`src/dcil_regs.svh`:
```
// constants for the dual channel interlock output logic
//
// Overview of operation
// - with actuator present and ready, each safety output follows its own safety input
// - actuator absent forces both safety outputs and the status output low
// - without diagnostic link, status output shows actuator presence only
// - one input falling while the other stays high flags unequal channels
// - that input rising again while the other stayed high locks operation partially
// - lock clears only after both inputs were low together; then rising accepted
// - diagnostic input is sampled only while a diagnostic module is attached
// - with a diagnostic module attached, status output carries diagnostic write data
// - diagnostic link re-establishes after every power-up without configuration
// - device reports serial number and remaining teach-in count over the link
// - device executes link action requests, such as returning actuator name
// - diagnostics never change the safety input to output behaviour
// - safe state or shutdown demand drives both safety outputs low
`ifndef DCIL_REGS_SVH
`define DCIL_REGS_SVH
`define DCIL_SYNC_RST 2'b00
`define DCIL_DIAG_BITS 8
`define DCIL_DIAG_CNT_W 3
`define DCIL_DIAG_LAST 3'h7
`define DCIL_SERIAL_RST 8'h00
`endif

```
`src/dcil_pkg.sv`:
```
// types of the dual channel interlock output logic
`default_nettype none
package dcil_pkg;
   typedef enum logic [1:0] {
      DCIL_NORMAL = 2'b00,
      DCIL_UNEQUAL = 2'b01,
      DCIL_LOCKED = 2'b10
   } dcil_plaus_e;
   typedef struct packed {
      logic ch1;
      logic ch2;
   } dcil_pair_s;
   typedef enum logic [1:0] {
      DCIL_D_IDLE = 2'b00,
      DCIL_D_RECV = 2'b01,
      DCIL_D_SEND = 2'b10
   } dcil_diag_e;
   typedef logic [7:0] dcil_byte_t;
endpackage : dcil_pkg
`default_nettype wire

```
`src/dcil_interlock.sv`:
```
// dual channel interlock output gating, plausibility monitor and diagnostic shim
`include "dcil_regs.svh"
`default_nettype none
module dcil_interlock
   import dcil_pkg::*;
(
   input wire logic i_clk,             // 20 MHz system clock
   input wire logic i_rstn,            // synchronous reset, active low
   input wire logic i_safe_in_ch1,     // safety input channel 1 pin
   input wire logic i_safe_in_ch2,     // safety input channel 2 pin
   input wire logic i_diag_in,         // diagnostic input pin
   input wire logic i_actuator_ok,     // actuator detected, same clock domain
   input wire logic i_ready,           // device ready for operation
   input wire logic i_shutdown,        // safety function shutdown demand
   input wire logic i_diag_module,     // diagnostic module attached
   input wire dcil_byte_t i_serial,    // serial number to report
   input wire dcil_byte_t i_teach_left,// remaining teach-in count
   input wire dcil_byte_t i_act_name,  // current actuator short name
   output dcil_pair_s o_safe_out,      // safety outputs, registered
   output logic o_status_diag_out,     // status or diagnostic data, registered
   output logic o_unequal,             // unequal channel indication
   output logic o_locked,              // partial operation lock
   output logic o_act_refresh          // pulse requesting actuator name refresh
);
   // ------------------------------------------------------------
   // input synchronisation
   // ------------------------------------------------------------
   logic [2:0] sync_q;
   dcil_pair_s in_s;
   logic diag_s;
   dcil_sync #(.W(3)) u_sync (
      .i_clk(i_clk),
      .i_rstn(i_rstn),
      .i_d({i_diag_in, i_safe_in_ch2, i_safe_in_ch1}),
      .o_q(sync_q)
   );
   assign in_s.ch1 = sync_q[0];
   assign in_s.ch2 = sync_q[1];
   assign diag_s = sync_q[2];

   // ------------------------------------------------------------
   // plausibility monitor
   // ------------------------------------------------------------
   dcil_plaus_e pl_r;
   dcil_plaus_e pl_nxt;
   dcil_pair_s prev_r;
   dcil_pair_s prev_nxt;
   logic fell_ch_r;
   logic fell_ch_nxt;
   logic fall1;
   logic fall2;
   logic rise1;
   logic rise2;

   always_comb begin
      pl_nxt = pl_r;
      prev_nxt = in_s;
      fell_ch_nxt = fell_ch_r;
      fall1 = prev_r.ch1 && !in_s.ch1;
      fall2 = prev_r.ch2 && !in_s.ch2;
      rise1 = !prev_r.ch1 && in_s.ch1;
      rise2 = !prev_r.ch2 && in_s.ch2;
      case (pl_r)
         DCIL_NORMAL: begin
            if (fall1 && in_s.ch2) begin
               pl_nxt = DCIL_UNEQUAL;
               fell_ch_nxt = 1'b0;
            end else if (fall2 && in_s.ch1) begin
               pl_nxt = DCIL_UNEQUAL;
               fell_ch_nxt = 1'b1;
            end
         end
         DCIL_UNEQUAL: begin
            if (!in_s.ch1 && !in_s.ch2) begin
               pl_nxt = DCIL_NORMAL;
            end else if (!fell_ch_r && rise1 && prev_r.ch2 && in_s.ch2) begin
               pl_nxt = DCIL_LOCKED;
            end else if (fell_ch_r && rise2 && prev_r.ch1 && in_s.ch1) begin
               pl_nxt = DCIL_LOCKED;
            end else if (!fell_ch_r ? !in_s.ch2 : !in_s.ch1) begin
               // the partner dropped too: no longer the unequal pattern
               pl_nxt = DCIL_NORMAL;
            end
         end
         DCIL_LOCKED: begin
            if (!in_s.ch1 && !in_s.ch2) begin
               pl_nxt = DCIL_NORMAL;
            end
         end
         default: begin
            pl_nxt = DCIL_LOCKED;
         end
      endcase
   end

   always_ff @(posedge i_clk) begin
      if (!i_rstn) begin
         pl_r <= DCIL_NORMAL;
         prev_r <= `DCIL_SYNC_RST;
         fell_ch_r <= 1'b0;
      end else begin
         pl_r <= pl_nxt;
         prev_r <= prev_nxt;
         fell_ch_r <= fell_ch_nxt;
      end
   end

   // ------------------------------------------------------------
   // diagnostic link shim
   // ------------------------------------------------------------
   // a simple frame: 8 request bits shifted in on diag_in, then 8 answer bits
   // shifted out on the status pin. the real link protocol lives elsewhere;
   // this only keeps the pin roles correct and the safety path untouched.
   dcil_diag_e dg_r;
   dcil_diag_e dg_nxt;
   logic [`DCIL_DIAG_CNT_W-1:0] cnt_r;
   logic [`DCIL_DIAG_CNT_W-1:0] cnt_nxt;
   dcil_byte_t sh_r;
   dcil_byte_t sh_nxt;
   logic diag_prev_r;
   logic diag_prev_nxt;
   logic refresh_r;
   logic refresh_nxt;

   function automatic dcil_byte_t dcil_answer(input dcil_byte_t req, input dcil_byte_t ser,
                                              input dcil_byte_t teach, input dcil_byte_t name);
      case (req[1:0])
         2'h1: dcil_answer = ser;
         2'h2: dcil_answer = teach;
         2'h3: dcil_answer = name;
         default: dcil_answer = {6'h00, pl_r};
      endcase
   endfunction : dcil_answer

   always_comb begin
      dg_nxt = dg_r;
      cnt_nxt = cnt_r;
      sh_nxt = sh_r;
      diag_prev_nxt = diag_s;
      refresh_nxt = 1'b0;
      if (!i_diag_module) begin
         // module absent: input ignored, link restarts from idle next time
         dg_nxt = DCIL_D_IDLE;
         cnt_nxt = '0;
      end else begin
         case (dg_r)
            DCIL_D_IDLE: begin
               if (diag_prev_r && !diag_s) begin
                  dg_nxt = DCIL_D_RECV;
                  cnt_nxt = '0;
               end
            end
            DCIL_D_RECV: begin
               sh_nxt = {sh_r[6:0], diag_s};
               cnt_nxt = cnt_r + 1'b1;
               if (cnt_r == `DCIL_DIAG_LAST) begin
                  dg_nxt = DCIL_D_SEND;
                  sh_nxt = dcil_answer({sh_r[6:0], diag_s}, i_serial, i_teach_left, i_act_name);
                  refresh_nxt = ({sh_r[0], diag_s} == 2'h3);
               end
            end
            DCIL_D_SEND: begin
               sh_nxt = {sh_r[6:0], 1'b0};
               cnt_nxt = cnt_r + 1'b1;
               if (cnt_r == `DCIL_DIAG_LAST) begin
                  dg_nxt = DCIL_D_IDLE;
               end
            end
            default: begin
               dg_nxt = DCIL_D_IDLE;
            end
         endcase
      end
   end

   always_ff @(posedge i_clk) begin
      if (!i_rstn) begin
         dg_r <= DCIL_D_IDLE;
         cnt_r <= '0;
         sh_r <= `DCIL_SERIAL_RST;
         diag_prev_r <= 1'b0;
         refresh_r <= 1'b0;
      end else begin
         dg_r <= dg_nxt;
         cnt_r <= cnt_nxt;
         sh_r <= sh_nxt;
         diag_prev_r <= diag_prev_nxt;
         refresh_r <= refresh_nxt;
      end
   end

   // ------------------------------------------------------------
   // output gating
   // ------------------------------------------------------------
   // the safety path reads nothing from the diagnostic shim, so a link fault
   // can never hold a channel high
   dcil_pair_s out_r;
   dcil_pair_s out_nxt;
   logic stat_r;
   logic stat_nxt;
   logic enable;

   always_comb begin
      enable = i_ready && i_actuator_ok && !i_shutdown && (pl_r != DCIL_LOCKED);
      out_nxt = `DCIL_SYNC_RST;
      if (enable) begin
         out_nxt = in_s;
      end
      if (!i_actuator_ok) begin
         out_nxt = `DCIL_SYNC_RST;
         stat_nxt = 1'b0;
      end else if (i_diag_module) begin
         stat_nxt = (dg_r == DCIL_D_SEND) ? sh_r[7] : 1'b1;
      end else begin
         stat_nxt = 1'b1;
      end
   end

   always_ff @(posedge i_clk) begin
      if (!i_rstn) begin
         out_r <= `DCIL_SYNC_RST;
         stat_r <= 1'b0;
      end else begin
         out_r <= out_nxt;
         stat_r <= stat_nxt;
      end
   end

   assign o_safe_out = out_r;
   assign o_status_diag_out = stat_r;
   assign o_unequal = (pl_r == DCIL_UNEQUAL);
   assign o_locked = (pl_r == DCIL_LOCKED);
   assign o_act_refresh = refresh_r;
endmodule : dcil_interlock
`default_nettype wire

```
`src/dcil_sync.sv`:
```
// two flip-flop synchroniser for a group of pin inputs
`default_nettype none
module dcil_sync #(
   parameter int W = 3
) (
   input wire logic i_clk,          // system clock
   input wire logic i_rstn,         // synchronous reset, active low
   input wire logic [W-1:0] i_d,    // asynchronous pins
   output logic [W-1:0] o_q         // synchronised levels
);
   logic [W-1:0] s1_r;
   logic [W-1:0] s2_r;
   logic [W-1:0] s1_nxt;
   logic [W-1:0] s2_nxt;
   always_comb begin
      s1_nxt = i_d;
      s2_nxt = s1_r;
   end
   always_ff @(posedge i_clk) begin
      if (!i_rstn) begin
         s1_r <= '0;
         s2_r <= '0;
      end else begin
         s1_r <= s1_nxt;
         s2_r <= s2_nxt;
      end
   end
   assign o_q = s2_r;
endmodule : dcil_sync
`default_nettype wire

```
`config.mk`:
```
export PLATFORM = sky130hd
export DESIGN_NAME = dcil_interlock
export DESIGN_NICKNAME = d
export VERILOG_FILES = /design/src/dcil_pkg.sv /design/src/dcil_interlock.sv /design/src/dcil_sync.sv
export VERILOG_INCLUDE_DIRS = /design/src
export SDC_FILE = /design/constraint.sdc
export NUM_CORES = 1
export LEC_CHECK = 0
export BUFFER_PORTS_ARGS = -buffer_cell sky130_fd_sc_hd__buf_2
export CORE_ASPECT_RATIO = 0.8
export CORE_MARGIN = 2
export CORE_UTILIZATION = 29
export DETAILED_ROUTE_END_ITERATION = 12
export GPL_TIMING_DRIVEN = 0
export PLACE_DENSITY = 0.57
export SETUP_SLACK_MARGIN = 0.02
export SLEW_MARGIN = 5
export SYNTH_ARGS = -nofsm -noshare
export SYNTH_HDL_FRONTEND = slang
export SYNTH_SLANG_ARGS = --single-unit
```
`constraint.sdc`:
```
create_clock -name i_clk -period 1.77 [get_ports i_clk]
set_input_delay 0.177 -clock i_clk [delete_from_list [all_inputs] [get_ports i_clk]]
set_output_delay 0.177 -clock i_clk [all_outputs]
set_load 0.02 [all_outputs]
```
==> results.cfg <==
[die]
core.rowCount = 22
chipHeight_um = 65.9
die_w_um = 81.4
coreArea_um2 = 4600
dieArea_um2 = 5360
pin_count = 39
start_util_pct = 30.2

[critical_path]
crit_type = register to register
crit_path_max_fanout = 5
startpoint_type = register
worstPathRequired_ns = 1.94
cp-end-kind = register
cp.arrival_ns = 1.77

[sta]
min_period_ns = 1.60
tns_ns = 0
finalSetupViolCount = 0
post-route-period-util_pct = 90.6
rsz0062_at_grt = false
fin_skew_ns = 0.00643
fmax_ghz = 0.624
max_slew.worst_pin.slew_ns = 0.411
relSlewSlack_pct = 72.6
drv_slew = 0
final_hold_viol_count = 0

[cts]
ctsLongestPathBuffers = 2
clkSlewWorstSetupHoldPaths_ns = 0.06
cts_buffers = 5
cts_tree = done
insertion_delay_ns = 0.29
cts.sinks = 29
cts_hold_buf = 0
root_buffer = clkbuf_8
htree_num_levels = 2

[route]
drt_pass1_iterations = 4
viasPerCell = 4.66
drtIter0Drc = 62
drc_errors = 0
avgRoutedWirePerCell_um = 11.6
vias = 1155
ant_nets = 0
wirelength_um = 2880

[global_route]
grt_pass1_vias = 1060
grt_pass1_wl_um = 4860
grtUsageTotal_pct = 12.3
antenna_found_initial = 0
overflow = 0
grt_max_degree = 11

[placement]
numPortBuffers = 38
hpwl_um = 2170
post-place-cells = 238
place_congestion = 0.770

[synth]
synth_cell_types = 38
synthTopCellsByCount = dfxtp_1, nor2_1, and2_1, nand2_1
yosysMostFrequentCell = dfxtp_1
synth_seq_cells = 29
synth_largest_area_cell = dfxtp_1
synthFlopType = dfxtp_1
syn_area_per_cell_um2 = 9.92
ys_seq_area_share_pct = 41.8
synth_top_area_share_pct = 41.8
synth-edff-count = 0
synth_area_leaders = dfxtp_1, and2_1, ha_1
ys_async_sr_fraction_pct = 0
synth_cells = 140
ys_warn_count = 0
synthesis.nets = 179
syn_area_um2 = 1390

[pwr]
ir_drop_v = 0.000247
powerDensity_nw_per_um2 = 748
p_leak_uw = 0.000734

[worst_hold_path]
hp-class = input port to register

[finish]
fin_cells = 248
drive_gt1_share_pct = 35.6
utilization_pct = 38.2
fin_nets = 226
area_delta_synth_final_pct = 26.4
diodes = 0

[flow_run]
cap_violations = 0

[outcome]
outcome = complete, no violations
[per-stage QoR]
stage	area [µm²]	power (µW)	hold slack [ns]	setup slack, ns
global route	1760	1370	0.0952	0.0225
global placement	1650	802	0.387	0.0364
finish	1760	1310	0.0948	0.167
CTS	1740	1330	0.0842	0.0354
detailed placement	1650	802	0.388	0.0345
floorplan	1390	750	0.287	0.303
[repair_timing]
action / 4_1_cts / 5_1_grt
setup buffers: 0 / 2
gates resized for setup: 0 / 2
hold endpoints to repair: 0 / 0
setup endpoints to repair: 0 / 7
[layout make-up]
type | count | area (µm²)
inverter | 5 | 18.8
clock buffer | 6 | 72.6
clock inverter | 2 | 10.0
tap | 60 | 75.1
buffer | 6 | 33.8
timing repair buffer | 40 | 205
multi-input combinational | 100 | 758
fill | 472 | 2840
sequential | 29 | 582
[placed cells by master (no fill, tap or decap), drive strengths merged, types with 3 or more instances in the layout]
master and instances:
inv 5, nor2 15, nand2 7, nand2b 4, a31oi 3, clkbuf 8
a221oi 6, buf 44, and2 12, nor3 3, dfxtp 29, o221ai 6
mux2 8, ha 6, o21ai 5
[report_power, final]
group,switching [µW],internal (µW),total [µW]
Clock,255,271,526
Sequential,9.21,666,676
Combinational,47.9,62.5,110
[routing by layer]
layer  up-vias  wire length [µm]  track usage [%]
li1        607                 -                -
met1       513              1370             15.6
met2        27              1260             18.2
met3         8               178             3.69
met4         0                76             7.63
met5         -                 0                0
[sequential cells by signal, indices dropped and copies added (netlist names), 2 cells and up]
name and count:
cnt_r 3, u_sync.s1_r 3, sh_r 8, prev_r 2
u_sync.o_q 3, pl_r 2, o_safe_out 2, dg_r 2
[kinds of logic (layout without fill, tap and decap cells)]
logic type               count (synthesis)  count (layout)  synth area share (%)
AO/OA/AOI/OAI                           34              34                  19.1
adder cells (fa/ha/maj)                  6               6                  5.41
buffers and inverters                   11              59                  3.78
flip-flops                              29              29                  41.8
multiplexers                            11              11                  10.9
AND/OR/NAND/NOR                         49              49                  19.0
[worst max-delay path, cell delays in order, from the launching register on]
cell and delay, ns:
dfxtp_1 0.35, inv_1 0.09, ha_1 0.34, and2_4 0.17, nand3b_1 0.10, buf_4 0.17
a221oi_1 0.21, nor2_1 0.06
[path summary, 6_finish.rpt]
path                             startpoint                         to  slack, ns  depth (start not counted)
hold reg to reg   u_sync.s1_r[0]$_SDFF_PN0_   u_sync.o_q[0]$_SDFF_PN0_       0.43                          1
hold / removal                i_safe_in_ch2  u_sync.s1_r[1]$_SDFF_PN0_       0.09                          2
setup reg to reg       dg_r[1]$_SDFFE_PN0P_       sh_r[4]$_SDFFE_PN0P_       0.17                          7
setup / recovery       dg_r[1]$_SDFFE_PN0P_       sh_r[4]$_SDFFE_PN0P_       0.17                          7
(Power assumes the default switching activity.)
